[src/logic/cmc_pkg.sv]
package cmc_pkg;

    // clock and bit cell
    localparam int CLK_MHZ = 125;
    localparam int BIT_NS = 100;

    // post-frame collision test: start delay and length
    localparam int WAIT_NS = 1000;
    localparam int TEST_BITS = 10;
    localparam int WAIT_CYC = (WAIT_NS * CLK_MHZ + 999) / 1000;
    localparam int TEST_CYC = (TEST_BITS * BIT_NS * CLK_MHZ + 999) / 1000;

    // jabber limit and unjab wait, in ms
    localparam longint JAB_MS = 50;
    localparam longint UNJAB_MS = 500;
    localparam longint JAB_CYC_DFLT = JAB_MS * CLK_MHZ * 1000;
    localparam longint UNJAB_CYC_DFLT = UNJAB_MS * CLK_MHZ * 1000;

    // widths
    localparam int TMR_W = 27;
    localparam int SHORT_W = 8;
    localparam int SYNC_N = 6;
    localparam int BUF_DEPTH = 2;

    // synchroniser lane positions
    localparam int LN_RX_DATA = 0;
    localparam int LN_RX_ACT = 1;
    localparam int LN_COLL2 = 2;
    localparam int LN_COLL3 = 3;
    localparam int LN_RPT = 4;
    localparam int LN_UNJAB = 5;

    // synchroniser reset value and strap wait count
    localparam logic [SYNC_N-1:0] SYNC_RST = 6'h00;
    localparam logic [1:0] STRAP_WAIT = 2'h3;

    typedef enum logic [1:0] {
        CMC_IF_IDLE = 2'b00,
        CMC_IF_TX = 2'b01,
        CMC_IF_WAIT = 2'b10,
        CMC_IF_TEST = 2'b11
    } cmc_if_state_t;

    typedef enum logic [1:0] {
        CMC_JB_OK = 2'b00,
        CMC_JB_JAB = 2'b01,
        CMC_JB_UNJAB = 2'b10
    } cmc_jab_state_t;

endpackage

[src/logic/cmc_top.sv]
`timescale 1ns/1ns

// Functional notes
// - drop at most two leading transmit bits
// - only first transmitted bit may be bad
// - transmit latency at most half bit
// - transmit path keeps polarity
// - post-frame collision test, delayed and timed
// - receive start loss at most five bits
// - receive latency under half bit, no inversion
// - transmit and receive run together
// - collision circuit idle unless collision
// - collision shown within nine bits
// - never collision with single transmitter
// - thresholds depend on own transmitting
// - jabber cuts overlong transmission
// - jabber asserts collision presence
// - jabber cleared by reset or unjab wait
// - jabber outputs override normal outputs
// - repeater mode skips post-frame test
// - collision withdrawn within twenty bits
module cmc_top #(
    parameter logic [cmc_pkg::TMR_W-1:0] JAB_CYC =
        cmc_pkg::TMR_W'(cmc_pkg::JAB_CYC_DFLT),
    parameter logic [cmc_pkg::TMR_W-1:0] UNJAB_CYC =
        cmc_pkg::TMR_W'(cmc_pkg::UNJAB_CYC_DFLT)
) (
    // clock and reset
    input wire logic clock_i,
    input wire logic arst_n_i,
    // transmit stream from station logic
    input wire logic do_valid_i,
    input wire logic do_data_i,
    output logic do_ready_o,
    // transmit stream to medium driver
    output logic md_valid_o,
    output logic md_data_o,
    input wire logic md_ready_i,
    // medium receiver pins
    input wire logic rx_data_i,
    input wire logic rx_active_i,
    input wire logic coll_two_i,
    input wire logic coll_three_i,
    // straps
    input wire logic repeater_i,
    input wire logic unjab_en_i,
    // station receive and control circuits
    output logic di_data_o,
    output logic di_active_o,
    output logic sqe_o,
    output logic jabber_o
);
    import cmc_pkg::*;

    // pin synchronisers
    logic [SYNC_N-1:0] pins;
    logic [SYNC_N-1:0] meta_q;
    logic [SYNC_N-1:0] sync_q;

    assign pins = {unjab_en_i, repeater_i, coll_three_i, coll_two_i,
                   rx_active_i, rx_data_i};

    genvar g;
    generate
        for (g = 0; g < SYNC_N; g++) begin : g_sync
            always_ff @(posedge clock_i or negedge arst_n_i) begin
                if (!arst_n_i) begin
                    meta_q[g] <= SYNC_RST[g];
                    sync_q[g] <= SYNC_RST[g];
                end else begin
                    meta_q[g] <= pins[g];
                    sync_q[g] <= meta_q[g];
                end
            end
        end
    endgenerate

    // straps are caught once, after the synchroniser has filled
    logic [1:0] strap_cnt_q;
    logic rpt_q;
    logic unjab_en_q;

    always_ff @(posedge clock_i or negedge arst_n_i) begin
        if (!arst_n_i) begin
            strap_cnt_q <= 2'h0;
            rpt_q <= 1'b0;
            unjab_en_q <= 1'b0;
        end else if (strap_cnt_q != STRAP_WAIT) begin
            strap_cnt_q <= strap_cnt_q + 2'h1;
            if (strap_cnt_q == STRAP_WAIT - 2'h1) begin
                rpt_q <= sync_q[LN_RPT];
                unjab_en_q <= sync_q[LN_UNJAB];
            end
        end
    end

    // state
    cmc_if_state_t if_q, if_d;
    cmc_jab_state_t jb_q, jb_d;
    logic [SHORT_W-1:0] short_q, short_d;
    logic [TMR_W-1:0] frame_q, frame_d;
    logic [TMR_W-1:0] unjab_q, unjab_d;
    logic do_prev_q;

    wire jab_on = (jb_q != CMC_JB_OK);
    wire frame_start = do_valid_i & ~do_prev_q;
    wire frame_over = (frame_q == JAB_CYC - TMR_W'(1));
    wire short_done_wait = (short_q == SHORT_W'(WAIT_CYC - 1));
    wire short_done_test = (short_q == SHORT_W'(TEST_CYC - 1));
    wire unjab_done = (unjab_q == UNJAB_CYC - TMR_W'(1));

    // two-entry transmit buffer
    logic [BUF_DEPTH-1:0] buf_q;
    logic wr_ptr_q;
    logic rd_ptr_q;
    logic [1:0] cnt_q;

    wire buf_full = (cnt_q == 2'(BUF_DEPTH));
    wire buf_empty = (cnt_q == 2'h0);
    // while jabbing the station is never stalled; its bits are dropped
    wire buf_wr = do_valid_i & ~buf_full & ~jab_on;
    wire buf_rd = md_valid_o & md_ready_i;

    assign do_ready_o = jab_on | ~buf_full;
    // an empty buffer passes a bit in one cycle, far under half a bit
    assign md_valid_o = ~buf_empty & ~jab_on;
    assign md_data_o = buf_q[rd_ptr_q];

    always_ff @(posedge clock_i or negedge arst_n_i) begin
        if (!arst_n_i) begin
            buf_q <= '0;
        end else if (buf_wr) begin
            // every bit is kept, so none is lost at frame start
            buf_q[wr_ptr_q] <= do_data_i;
        end
    end

    always_ff @(posedge clock_i or negedge arst_n_i) begin
        if (!arst_n_i) begin
            wr_ptr_q <= 1'b0;
            rd_ptr_q <= 1'b0;
            cnt_q <= 2'h0;
        end else if (jab_on) begin
            wr_ptr_q <= 1'b0;
            rd_ptr_q <= 1'b0;
            cnt_q <= 2'h0;
        end else begin
            wr_ptr_q <= wr_ptr_q ^ buf_wr;
            rd_ptr_q <= rd_ptr_q ^ buf_rd;
            cnt_q <= cnt_q + 2'(buf_wr) - 2'(buf_rd);
        end
    end

    // interface state machine
    always_comb begin
        if_d = if_q;
        short_d = short_q;
        case (if_q)
            CMC_IF_IDLE: begin
                if (do_valid_i) begin
                    if_d = CMC_IF_TX;
                end
            end
            CMC_IF_TX: begin
                if (!do_valid_i) begin
                    short_d = '0;
                    if_d = rpt_q ? CMC_IF_IDLE : CMC_IF_WAIT;
                end
            end
            CMC_IF_WAIT: begin
                short_d = short_q + SHORT_W'(1);
                if (do_valid_i) begin
                    if_d = CMC_IF_TX;
                end else if (short_done_wait) begin
                    short_d = '0;
                    if_d = CMC_IF_TEST;
                end
            end
            CMC_IF_TEST: begin
                short_d = short_q + SHORT_W'(1);
                if (short_done_test) begin
                    if_d = do_valid_i ? CMC_IF_TX : CMC_IF_IDLE;
                end
            end
            default: begin
                if_d = CMC_IF_IDLE;
            end
        endcase
        if (jab_on) begin
            // jabber overrides the normal sequence, no test afterwards
            if_d = CMC_IF_IDLE;
            short_d = '0;
        end
    end

    // jabber state machine
    always_comb begin
        jb_d = jb_q;
        frame_d = frame_q;
        unjab_d = unjab_q;
        if (frame_start) begin
            frame_d = '0;
        end else if (do_valid_i && !frame_over) begin
            frame_d = frame_q + TMR_W'(1);
        end
        case (jb_q)
            CMC_JB_OK: begin
                if (do_valid_i && frame_over) begin
                    jb_d = CMC_JB_JAB;
                end
            end
            CMC_JB_JAB: begin
                // without the unjab option only power reset clears it
                if (unjab_en_q && !do_valid_i) begin
                    unjab_d = '0;
                    jb_d = CMC_JB_UNJAB;
                end
            end
            CMC_JB_UNJAB: begin
                unjab_d = unjab_q + TMR_W'(1);
                if (do_valid_i) begin
                    jb_d = CMC_JB_JAB;
                end else if (unjab_done) begin
                    frame_d = '0;
                    jb_d = CMC_JB_OK;
                end
            end
            default: begin
                jb_d = CMC_JB_OK;
            end
        endcase
    end

    always_ff @(posedge clock_i or negedge arst_n_i) begin
        if (!arst_n_i) begin
            if_q <= CMC_IF_IDLE;
            jb_q <= CMC_JB_OK;
            short_q <= '0;
            frame_q <= '0;
            unjab_q <= '0;
            do_prev_q <= 1'b0;
        end else begin
            if_q <= if_d;
            jb_q <= jb_d;
            short_q <= short_d;
            frame_q <= frame_d;
            unjab_q <= unjab_d;
            do_prev_q <= do_valid_i;
        end
    end

    // collision decision; the medium level comparators only trip at the
    // level of two or three transmitters, so one alone never counts
    wire own_tx = (if_q == CMC_IF_TX) & ~jab_on;
    wire coll_seen = own_tx ? sync_q[LN_COLL2]
                            : sync_q[LN_COLL3];
    wire sqe_d = jab_on | coll_seen | (if_q == CMC_IF_TEST);

    // receive path: three clock stages, 24 ns, no gating by transmit
    always_ff @(posedge clock_i or negedge arst_n_i) begin
        if (!arst_n_i) begin
            di_data_o <= 1'b0;
            di_active_o <= 1'b0;
            sqe_o <= 1'b0;
            jabber_o <= 1'b0;
        end else begin
            di_data_o <= sync_q[LN_RX_DATA];
            di_active_o <= sync_q[LN_RX_ACT];
            sqe_o <= sqe_d;
            jabber_o <= jab_on;
        end
    end

endmodule // cmc_top

[config.mk]
export PLATFORM = sky130hd
export DESIGN_NAME = cmc_top
export DESIGN_NICKNAME = d
export VERILOG_FILES = /design/src/logic/cmc_pkg.sv /design/src/logic/cmc_top.sv
export SDC_FILE = /design/constraint.sdc
export NUM_CORES = 1
export LEC_CHECK = 0
export BUFFER_PORTS_ARGS = -buffer_cell sky130_fd_sc_hd__buf_2
export CORE_MARGIN = 3
export CORE_UTILIZATION = 61
export CTS_BUF_LIST = sky130_fd_sc_hd__clkbuf_16
export DETAILED_ROUTE_END_ITERATION = 6
export PLACE_DENSITY = 0.79
export SLEW_MARGIN = 20
export SYNTH_ARGS = -nofsm -noshare
export SYNTH_HDL_FRONTEND = slang
export SYNTH_SLANG_ARGS = --single-unit
[constraint.sdc]
create_clock -name clock_i -period 2.3 [get_ports clock_i]
set_input_delay 0.46 -clock clock_i [delete_from_list [all_inputs] [get_ports clock_i]]
set_output_delay 0.46 -clock clock_i [all_outputs]
set_load 0.005 [all_outputs]
* Word level (Yosys, flattened, before mapping)
Cells that the tools add are included.
** Storage, ports and cells
- Output and inout port bits :: 7
- Logic and storage cells :: 123
- Bits in registers :: 93
- Input port bits :: 11
** Cells by class
- Order comparisons :: 3
- Muxes and demuxes :: 35
- Equality and inequality tests :: 18
- Reduce and logical (&&, ||, !) cells :: 17
- Bitwise operators :: 15
- Add/subtract/negate cells :: 6
** Operators by type and width (number)
- $mux W27 :: 6
- $add A27 B1 Y27 const B :: 2
- $pmux W27 S2 :: 1
- $mux W8 :: 4
- $eq A27 B23 Y1 const B :: 1
- $eq A27 B26 Y1 const B :: 1
- $mux W2 :: 12
- $pmux W8 S3 :: 1
- $ne A3 B3 Y1 const B :: 4
- $eq A2 B2 Y1 const B :: 5
- $add A8 B1 Y8 const B :: 1
- $eq A8 B7 Y1 const B :: 1
- $pmux W2 S4 :: 1
- $mux W1 :: 7
- $and A1 B1 Y1 :: 6
- $logic_not A2 Y1 :: 3
- $ne A2 B2 Y1 const B :: 3
- $pmux W2 S3 :: 1
- $reduce_and A2 Y1 :: 3
- $eq A2 B1 Y1 const B :: 2
- $logic_and A1 B1 Y1 :: 4
- $lt A1 B2 Y1 const B :: 2
- $ne A4 B4 Y1 const B :: 1
- $not A1 Y1 :: 4
- other kinds (13) :: 18

* Logic depth before layout (Yosys ltp)
Gate-level depths: netlist of the first run.
- Depth after elaboration :: 8
- Depth in mapped cells :: 11
- Gate-level depth less buffers :: 11

* Least setup slack after synthesis of the first run
No wires, ideal clock.
- Kind :: input port to flip-flop
- From :: input do_valid_i
- To :: register cnt_q[1]
- Path slack :: 0.140 ns
- Data arrival time :: 2.038 ns
- Cell stages on the path :: 10
- Setup time :: 0.122 ns
- Path through :: clkbuf_1 clkbuf_1 and3_1 inv_1 ha_1 inv_1 ha_1 xor2_1 xnor2_1 nor2_1
** Between the ends
- Cells in the longest elaborated chain, start to end :: 5
** RTL lines
- from (decl) :: line cmc_top.sv:32 : input wire logic do_valid_i,
- $and A1 B1 Y1 (2 in a row) :: line cmc_top.sv:121 : wire buf_wr = do_valid_i & ~buf_full & ~jab_on;
- $add A2 B1 Y2 :: line cmc_top.sv:150 : cnt_q <= cnt_q + 2'(buf_wr) - 2'(buf_rd);
- $sub A2 B1 Y2 :: line cmc_top.sv:150
- $mux W2 :: line cmc_top.sv:143 : end else if (jab_on) begin
- to (signal assigned) :: line cmc_top.sv:150
- to (decl) :: line cmc_top.sv:116 : logic [1:0] cnt_q;
No other way between the ends.
A chain may end at the register's enable or synchronous reset.

* Worst setup path in the final report of the first run
- From :: register jb_q[1]
- To :: output do_ready_o
** Between the ends
- Cells in the longest elaborated chain, start to end :: 2
** RTL lines
- from (decl) :: line cmc_top.sv:99 : cmc_jab_state_t jb_q, jb_d;
- from (signal assigned) :: line cmc_top.sv:244 : jb_q <= jb_d;
- $reduce_bool A2 Y1 :: line cmc_top.sv:105 : wire jab_on = (jb_q != CMC_JB_OK);
- net jab_on :: line cmc_top.sv:105
- $or A1 B1 Y1 :: line cmc_top.sv:124 : assign do_ready_o = jab_on | ~buf_full;
- to (decl) :: line cmc_top.sv:34 : output logic do_ready_o,
The timed path passes the listed nets, and every way through them passes these cells.

==> flow_metrics.env, run 1 <==
export IMPL_grt_pass1_wl_um=14600
export IMPL_critical_path_class="reg2out"
export IMPL_skew_ps=8.23
export IMPL_insertion_delay_ps=350
export IMPL_max_freq_ghz=0.465
export IMPL_highest_layer="met4"
export IMPL_synth_seq_area_share=0.528
export IMPL_fin_nets=483
export IMPL_worstPathRequired_ps=1840
export IMPL_p_leak_nw=2.21
export IMPL_post_dp_hpwl_um=5640
export IMPL_grt_max_degree=45
export IMPL_syn_area_sq_um=4410
export IMPL_path_clk_slew_ps=70
export IMPL_first_global_vias=3186
export IMPL_maxSlewViolCount=0
export IMPL_cts_max_path_buffers=2
export IMPL_vias=3316
export IMPL_yosysUniqueCellTypes=44
export IMPL_rows=30
export IMPL_ys_ff_latch=93
export IMPL_yosysWarnings=0
export IMPL_antenna_left=0
export IMPL_start_util=0.638
export IMPL_first_pass_iters=4
export IMPL_p_sw_frac=0.316
export IMPL_met2_length_um=3910
export IMPL_area_growth_syn_to_layout_pct=12.4
export IMPL_fp_dieW_um=91.0
export IMPL_cts_tree="yes"
export IMPL_syn_inst=434
export IMPL_p_clk_frac=0.330
export IMPL_rrSetupSlack_ps=340
export IMPL_yosys_area_top_type="dfrtp_1"
export IMPL_met3RoutedLength_um=361
export IMPL_hp_class="in2async"
export IMPL_die_area_sq_um=8280
export IMPL_numPortBuffers=17
export IMPL_worstMarginPinSlew_ps=495
export IMPL_rr_worst_depth=11
export IMPL_drc=0
export IMPL_outcome="finished clean"
export IMPL_p_int_w=0.00302
export IMPL_cts_hold_buf=0
export IMPL_wl_met1_um=3840
export IMPL_p_sw_w=0.00140
export IMPL_h_tree_depth=3
export IMPL_peakVddDrop_uv=564
export IMPL_end_kind="output port"
export IMPL_hold_violations=0
export IMPL_critPathLaunchType="flip-flop"
export IMPL_setup_violations=0
export IMPL_min_period_ps=2150
export IMPL_detail_route_wl_per_cell_um=14.6
export IMPL_wl_um=8230
export IMPL_rsz0062_at_grt="false"
export IMPL_synth_area_leaders="dfrtp_1 (53%), nor2_1 (4.6%), o21ai_0 (3.6%)"
export IMPL_grt_total_usage=0.220
export IMPL_antenna_found_initial=0
export IMPL_grt_overflow_total=0
export IMPL_relSlewSlack=0.668
export IMPL_syn_area_per_cell_sq_um=10.2
export IMPL_drt_iter0_markers=194
export IMPL_place_congestion=0.843
export IMPL_avgViaCountPerCell=5.89
export IMPL_cts_buffers=9
export IMPL_crit_arrival_ps=1690
export IMPL_drive_gt1_frac=0.131
export IMPL_syn_nets=455
export IMPL_post_route_period_util=0.935
export IMPL_worstPathMaxFanout=8
export IMPL_placed_cell_area_sq_um=4650
export IMPL_postCtsSetupRepairBufs=0
export IMPL_drv_cap=0
export IMPL_diodes=0
export IMPL_synth_top_area_share=0.528
export IMPL_die_h_um=91.0
export IMPL_tns_ps=0
export IMPL_io_pins=18
export IMPL_cts_num_sinks=93
export IMPL_core_area_sq_um=6910
export IMPL_root_buffer="clkbuf_16"
export IMPL_power_frac_comb=0.188
export IMPL_pwr_density_cell_nw_per_um2=892
export IMPL_seqPwrFrac=0.482
export IMPL_final_area_sq_um=4950
==> state kept, by name (all words and copies together), names as in the netlist, 2 cells and up <==
register / count
strap_cnt_q: 2
jb_q: 2
buf_q: 2
sync_q: 6
meta_q: 6
if_q: 2
short_q: 8
cnt_q: 2
unjab_q: 27
frame_q: 27
==> timing repair <==
item	4_1_cts	5_1_grt
resized for setup	0	1
hold endpoints to repair	0	0
endpoints found under the setup margin	0	1
==> cells in the mapped netlist, drive strengths merged <==
master   n
a211oi   2
a21o     1
a21oi    4
a31oi    4
and2     4
and3    13
and4     4
buf      4
clkbuf   7
clkinv   1
dfrtp   93
ha      10
inv     13
mux2     4
mux2i    4
nand2   38
nand2b   5
nand3   29
nand3b   1
nand4   20
nand4b   2
nor2    54
nor2b    3
nor3     8
nor3b    1
nor4     4
nor4b    4
o211ai  12
o21ai   32
o21ba    1
o22ai    1
o311ai   1
o31ai   15
o41ai    1
or2      3
or3      2
or4      1
xnor2   10
xor2    18
==> layout make-up <==
cell class	instances	area (sq um)
well taps	96	120
clock inverters	7	75.1
repair buffers	28	183
fillers	524	1950
inverters	14	52.6
multi-input cells	316	1970
clock buffers	9	225
flip-flops and latches	93	2330
==> cells in the final DEF (no fill, tap or decap), types with 2 or more instances in the layout <==
master / Yosys / layout
nor4_1: 2 / 2
ha_1: 10 / 10
nand2_1: 38 / 38
nand4_1: 20 / 20
and3_1: 13 / 13
a31oi_1: 4 / 4
o21ai_0: 32 / 32
and4_1: 4 / 4
a211oi_1: 2 / 2
mux2i_1: 4 / 4
xor2_1: 18 / 18
buf_4: 0 / 11
clkbuf_16: 0 / 9
mux2_2: 4 / 4
inv_1: 13 / 13
and2_1: 4 / 4
nand3_1: 28 / 28
o211ai_1: 12 / 12
inv_8: 0 / 3
nor4_4: 2 / 2
dfrtp_1: 93 / 93
a21oi_1: 4 / 4
or3_1: 2 / 2
nor3_1: 6 / 6
or2_2: 3 / 3
nor2b_1: 3 / 3
buf_2: 2 / 16
o31ai_1: 15 / 15
nand4b_1: 2 / 2
nand2b_1: 5 / 5
xnor2_1: 10 / 10
nor4b_1: 4 / 4
nor2_1: 54 / 53
==> critical path: stages, from the launching register on <==
cell and delay (ps):
dfrtp_1 430, nor2_2 210, clkinv_1 110, buf_4 180
or2_2 290, buf_2 130
==> metrics by stage <==
| stage | instances | worst slack, ps | utilization | total power [W] | hold WS, ps |
|---|---|---|---|---|---|
| 3_3_place_gp | 547 | 333 | 0.673 | 0.00292 | 332 |
| 5_1_grt | 563 | 31.5 | 0.717 | 0.00470 | 45.6 |
| 2_1_floorplan | 434 | 140 | - | 0.00271 | 164 |
| 3_5_place_dp | 547 | 257 | 0.673 | 0.00298 | 336 |
| 6_report | 563 | 149 | 0.717 | 0.00442 | 30.1 |
| 4_1_cts | 563 | 44.0 | 0.717 | 0.00446 | 33.3 |
==> power groups by stage <==
| stage | Sequential [W] | Combinational [W] | Clock, W |
|---|---|---|---|
| 2_1_floorplan | 0.00208 | 0.000633 | 0 |
| 3_3_place_gp | 0.00213 | 0.000786 | 0 |
| 3_5_place_dp | 0.00215 | 0.000830 | 0 |
| 4_1_cts | 0.00212 | 0.000840 | 0.00150 |
| 5_1_grt | 0.00217 | 0.000965 | 0.00157 |
| 6_report | 0.00213 | 0.000832 | 0.00146 |
==> path summary, 6_finish.rpt <==
| path | startpoint | endpoint |
|---|---|---|
| max in group asynchronous | arst_n_i | unjab_q[13]$_DFFE_PN0P_ |
| min reg2reg | sync_q[1]$_DFF_PN0_ | di_active_o$_DFF_PN0_ |
| min in group clock_i | rx_active_i | meta_q[1]$_DFF_PN0_ |
| max reg2reg | jb_q[1]$_DFFE_PN0P_ | cnt_q[1]$_DFF_PN0_ |
| max | jb_q[1]$_DFFE_PN0P_ | do_ready_o |
| min | arst_n_i | short_q[6]$_DFFE_PN0P_ |
==> per-layer routing <==
layer  up-vias  GRT usage
li1       1604          -
met3        13     0.0688
met1      1629      0.296
met2        70      0.345
met4         0     0.0653
met5         -          0
==> kinds of logic after synthesis <==
logic type,Yosys count,synth area share
AO/OA/AOI/OAI,74,0.109
XOR/XNOR,28,0.0556
buffers and inverters,25,0.0253
AND/OR/NAND/NOR,196,0.235
flip-flops,93,0.528
multiplexers,8,0.0193
adder cells (fa/ha/maj),10,0.0284
(Power assumes the default switching activity.)
==> run 2: changes to the inputs <==
Clock period 2.3 ns to 2.19 ns, I/O delays scaled along.
==> run 2 against run 1 <==
Critical path depth unchanged; register-to-register slack worse by 140 ps; wire length increased by 2.6%; global-route usage rose by 0.19 points; clock power up 6%; die area did not move; cell count grew 0.36%.
==> flow_metrics.env, run 2 (synthesis gave the netlist of run 1 again) <==
export IMPL_outcome="finished clean"
export IMPL_grt_total_usage=0.222
export IMPL_h_tree_depth=3
export IMPL_antenna_found_initial=0
export IMPL_max_freq_ghz=0.489
export IMPL_end_kind="output port"
export IMPL_p_leak_nw=2.23
export IMPL_worstMarginPinSlew_ps=481
export IMPL_layout_common_cells="dfrtp_1 (93), nor2_1 (54), nand2_1 (38), o21ai_0 (32), nand3_1 (28)"
export IMPL_path_clk_slew_ps=70
export IMPL_drive_gt1_frac=0.132
export IMPL_rrSetupSlack_ps=200
export IMPL_avgViaCountPerCell=5.94
export IMPL_io_pins=18
export IMPL_min_period_ps=2050
export IMPL_fin_util=0.718
export IMPL_area_growth_syn_to_layout_pct=12.6
export IMPL_drt_iter0_markers=161
export IMPL_wl_um=8450
export IMPL_path_cells="nor2_1 -> clkinv_1 -> buf_4 -> or2_2 -> buf_2"
export IMPL_relSlewSlack=0.678
export IMPL_postCtsSetupRepairBufs=0
export IMPL_cts_repair_resize_count=0
export IMPL_slowest_stage="dfrtp_1"
export IMPL_maxSlewViolCount=0
export IMPL_critical_path_class="reg2out"
export IMPL_insertion_delay_ps=340
export IMPL_setup_violations=0
export IMPL_fp_dieW_um=91.0
export IMPL_start_util=0.638
export IMPL_drc=0
export IMPL_place_congestion=0.829
export IMPL_pwr_density_cell_nw_per_um2=941
export IMPL_cts_num_sinks=93
export IMPL_cpPeakStageDelay_ps=420
export IMPL_critPathLaunchType="flip-flop"
export IMPL_core_area_sq_um=6910
export IMPL_cts_hold_buf=0
export IMPL_crit_arrival_ps=1610
export IMPL_root_buffer="clkbuf_16"
export IMPL_peakVddDrop_uv=595
export IMPL_cp_num_buf_inv=3
export IMPL_tns_ps=0
export IMPL_detail_route_wl_per_cell_um=14.9
export IMPL_crit_start="jb_q[1]$_DFFE_PN0P_"
export IMPL_hp_class="in2async"
export IMPL_crit_family="simple AND/OR/NAND/NOR gates"
export IMPL_grt_pass1_wl_um=15000
export IMPL_grt_max_degree=36
export IMPL_diodes=0
export IMPL_cts_buffers=9
export IMPL_vias=3358
export IMPL_r2r_start="unjab_q[6]$_DFFE_PN0P_"
export IMPL_skew_ps=6.63
export IMPL_first_global_vias=3339
export IMPL_worstPathMaxFanout=8
export IMPL_post_dp_hpwl_um=5710
export IMPL_final_common_cell="dfrtp_1"
export IMPL_rows=30
export IMPL_cts_max_path_buffers=2
export IMPL_die_area_sq_um=8280
export IMPL_first_pass_iters=4
export IMPL_fin_nets=485
export IMPL_drv_cap=0
export IMPL_hold_violations=0
export IMPL_cts_tree="yes"
export IMPL_post_route_period_util=0.935
export IMPL_numPortBuffers=17
export IMPL_grt_overflow_total=0
export IMPL_worstPathRequired_ps=1750
export IMPL_antenna_left=0
export IMPL_rsz0062_at_grt="false"
export IMPL_die_h_um=91.0
export IMPL_reg_top3="frame_q (27), unjab_q (27), short_q (8)"
run 2: changes by cell type in the layout (fill, tap and decap cells not counted):
cell / change
buf_4: +2
clkinv_4: -1
clkinv_8: -1
clkinvlp_4: -1
inv_6: +2
inv_8: +1
nor2_1: +1
nor2_2: -1
run 2: layout make-up:
class                      instances  area (sq um)
sequential                        93          2330
fill                             507          1940
tap                               96           120
timing repair buffer              30           198
inverter                          14          52.6
clock buffer                       9           225
clock inverter                     7          71.3
multi-input combinational        316          1970
run 2: per-stage QoR:
step / setup WS, ps / hold slack, ps / instance area [sq um] / std cells / power (W)
2_1_floorplan: 51.9 / 142 / 4410 / 434 / 0.00285
3_3_place_gp: 321 / 331 / 4670 / 549 / 0.00308
3_5_place_dp: 231 / 337 / 4670 / 549 / 0.00314
4_1_cts: 130 / 21.8 / 4960 / 565 / 0.00470
5_1_grt: 32.5 / 28.2 / 4960 / 565 / 0.00493
6_report: 143 / 12.9 / 4960 / 565 / 0.00467
run 2: per-layer routing:
metal / GRT usage / routed length [um] / up-vias
met5: 0 / 0 / -
met4: 0.0854 / 197 / 0
met3: 0.0464 / 293 / 25
met2: 0.368 / 4140 / 71
met1: 0.287 / 3810 / 1648
li1: - / - / 1614
run 2: worst paths after layout:
check                                           to  depth (start not counted)
setup reg to reg           unjab_q[22]$_DFFE_PN0P_                          5
max in group asynchronous    di_active_o$_DFF_PN0_                          2
setup / recovery                        do_ready_o                          5
hold / removal              short_q[6]$_DFFE_PN0P_                          1
min in group clock_i           meta_q[1]$_DFF_PN0_                          1
hold reg to reg                sync_q[2]$_DFF_PN0_                          0
run 2: power by group:
group | switching [W] | total, W | internal [W]
sequential | 0.000271 | 0.00224 | 0.00197
combinational | 0.000483 | 0.000881 | 0.000398
clock | 0.000734 | 0.00155 | 0.000815
==> run 3: changes to the inputs <==
Settings changed: CELL_PAD_IN_SITES_DETAIL_PLACEMENT set to 0, CELL_PAD_IN_SITES_GLOBAL_PLACEMENT set to 1, CORE_UTILIZATION 61 to 49, PLACE_DENSITY 0.79 to unset, PLACE_DENSITY_LB_ADDON set to 0.25.
==> run 3 against run 2 <==
Worst hold slack improved by 49 ps; global-route usage decreased by 4.3 points; clock power about the same; clock-buffer cell count did not move; sequential share of layout area is essentially flat; cell count rose by 1.2%; wire length decreased by 0.95%; critical path type unchanged; worst setup slack worse by 52 ps; non-clock buffer count is 1 lower; sequential cell count stayed put; combinational power down 2.7%; design area grew 0.10%; largest cell class unchanged.
==> flow_metrics.env, run 3 (synthesis gave the netlist of run 1 again) <==
export IMPL_setup_violations=0
export IMPL_first_global_vias=3217
export IMPL_max_freq_ghz=0.476
export IMPL_crit_start="jb_q[0]$_DFFE_PN0P_"
export IMPL_hp_class="in2async"
export IMPL_rr_worst_depth=5
export IMPL_p_int_w=0.00326
export IMPL_detail_route_wl_per_cell_um=14.6
export IMPL_p_sw_frac=0.300
export IMPL_p_sw_w=0.00139
export IMPL_grt_pass1_wl_um=14800
export IMPL_antenna_left=0
export IMPL_p_clk_frac=0.335
export IMPL_cpPeakStageDelay_ps=440
export IMPL_p_leak_nw=2.22
export IMPL_drive_gt1_frac=0.131
export IMPL_reg_top3="frame_q (27), unjab_q (27), short_q (8)"
export IMPL_endpoint="do_ready_o"
export IMPL_rrSetupSlack_ps=200
export IMPL_seqPwrFrac=0.481
export IMPL_die_area_sq_um=10200
export IMPL_area_growth_syn_to_layout_pct=12.7
export IMPL_insertion_delay_ps=340
export IMPL_post_route_period_util=0.958
export IMPL_postCtsSetupRepairBufs=0
export IMPL_min_period_ps=2100
export IMPL_crit_arrival_ps=1660
export IMPL_power_frac_comb=0.184
export IMPL_antenna_found_initial=0
export IMPL_rows=33
export IMPL_die_h_um=101
export IMPL_r2r_start="unjab_q[6]$_DFFE_PN0P_"
export IMPL_worstMarginPinSlew_ps=524
export IMPL_drt_iter0_markers=144
export IMPL_critical_path_class="reg2out"
export IMPL_root_buffer="clkbuf_16"
export IMPL_grt_max_degree=40
export IMPL_start_util=0.521
export IMPL_wl_um=8370
export IMPL_outcome="finished clean"
export IMPL_grt_total_usage=0.179
export IMPL_cts_tree="yes"
export IMPL_nFillCells=718
export IMPL_worstReg2RegEnd="unjab_q[24]$_DFFE_PN0P_"
export IMPL_vias=3265
export IMPL_cts_max_path_buffers=2
export IMPL_path_clk_slew_ps=70
export IMPL_maxSlewViolCount=0
export IMPL_hold_violations=0
export IMPL_fin_util=0.587
export IMPL_worst_path_stages=5
export IMPL_grt_overflow_total=0
export IMPL_core_area_sq_um=8460
export IMPL_fp_dieW_um=101
export IMPL_diodes=0
export IMPL_critPathLaunchType="flip-flop"
export IMPL_relSlewSlack=0.651
export IMPL_multi_input_comb_area_sq_um=1970
export IMPL_cts_buffers=9
export IMPL_peakVddDrop_uv=504
export IMPL_fin_nets=484
export IMPL_place_congestion=0.828
export IMPL_final_common_cell="dfrtp_1"
export IMPL_post_dp_hpwl_um=5710
export IMPL_worstPathRequired_ps=1750
export IMPL_slowest_stage="dfrtp_1"
export IMPL_crit_family="simple AND/OR/NAND/NOR gates"
export IMPL_avgViaCountPerCell=5.71
export IMPL_cp_num_buf_inv=3
export IMPL_pwr_density_cell_nw_per_um2=936
export IMPL_first_pass_iters=5
export IMPL_h_tree_depth=3
export IMPL_seq_area_sq_um=2330
export IMPL_end_kind="output port"
export IMPL_drv_cap=0
export IMPL_worstPathMaxFanout=8
export IMPL_path_cells="nor2_2 -> clkinv_1 -> buf_4 -> or2_2 -> buf_2"
export IMPL_numPortBuffers=17
export IMPL_layout_common_cells="dfrtp_1 (93), nor2_1 (53), nand2_1 (38), o21ai_0 (32), nand3_1 (28)"
export IMPL_skew_ps=10.6
export IMPL_drc=0
export IMPL_holdWs_ps=61.5
export IMPL_cts_num_sinks=93
export IMPL_io_pins=18
[run 3: cell count changes in the layout (fill, tap and decap cells not counted)]
cell,before,now
buf_4,13,12
bufinv_16,0,1
clkinv_2,0,1
clkinv_4,0,1
inv_8,4,0
nor2_1,54,53
nor2_2,0,1
[run 3: worst min path at each step]
stage                        start                    to
2_1_floorplan             arst_n_i  buf_q[0]$_DFFE_PN0P_
3_3_place_gp   sync_q[0]$_DFF_PN0_   di_data_o$_DFF_PN0_
3_5_place_dp   sync_q[0]$_DFF_PN0_   di_data_o$_DFF_PN0_
4_1_cts                   arst_n_i    jabber_o$_DFF_PN0_
5_1_grt                   arst_n_i    jabber_o$_DFF_PN0_
6_report                  arst_n_i    cnt_q[1]$_DFF_PN0_
[run 3: timing repair]
action	4_1_cts	5_1_grt
hold endpoints to repair	0	0
endpoints found under the setup margin	0	1
resized for setup	0	1
hold buffers	0	0
[run 3: area by class of cell]
cell class,count,share of cell area
multi-input cells,316,0.397
clock buffers,9,0.0453
flip-flops and latches,93,0.469
clock inverters,6,0.0141
inverters,14,0.0106
repair buffers,29,0.0383
well taps,105,0.0264
[run 3: power groups by stage]
stage	registers (W)	clock network, W	logic, W
2_1_floorplan	0.00218	0	0.000665
3_3_place_gp	0.00225	0	0.000837
3_5_place_dp	0.00226	0	0.000868
4_1_cts	0.00223	0.00160	0.000874
5_1_grt	0.00227	0.00168	0.00100
6_report	0.00223	0.00156	0.000857
[run 3: worst reg2reg max path: stages (launching register included)]
cell,delay (ps)
dfrtp_1,460
nand4_1,270
nor4_4,450
nand3_1,320
o211ai_1,260
o31ai_1,100
[run 3: through the flow]
stage	TNS (ps)	std cells	instance area [sq um]	setup WS (ps)	power [W]
2_1_floorplan	0	434	4410	51.9	0.00285
3_3_place_gp	0	557	4670	201	0.00309
3_5_place_dp	0	557	4670	197	0.00313
4_1_cts	0	572	4960	11.0	0.00470
5_1_grt	-21.5	572	4970	-21.5	0.00496
6_report	0	572	4970	91.3	0.00465
[run 3: routing by layer]
| metal | GRT usage | share of wire |
|---|---|---|
| met1 | 0.240 | 0.49 |
| met2 | 0.297 | 0.48 |
| met3 | 0.0353 | 0.021 |
| met4 | 0.0487 | 0.0078 |
| met5 | 0 | 0 |
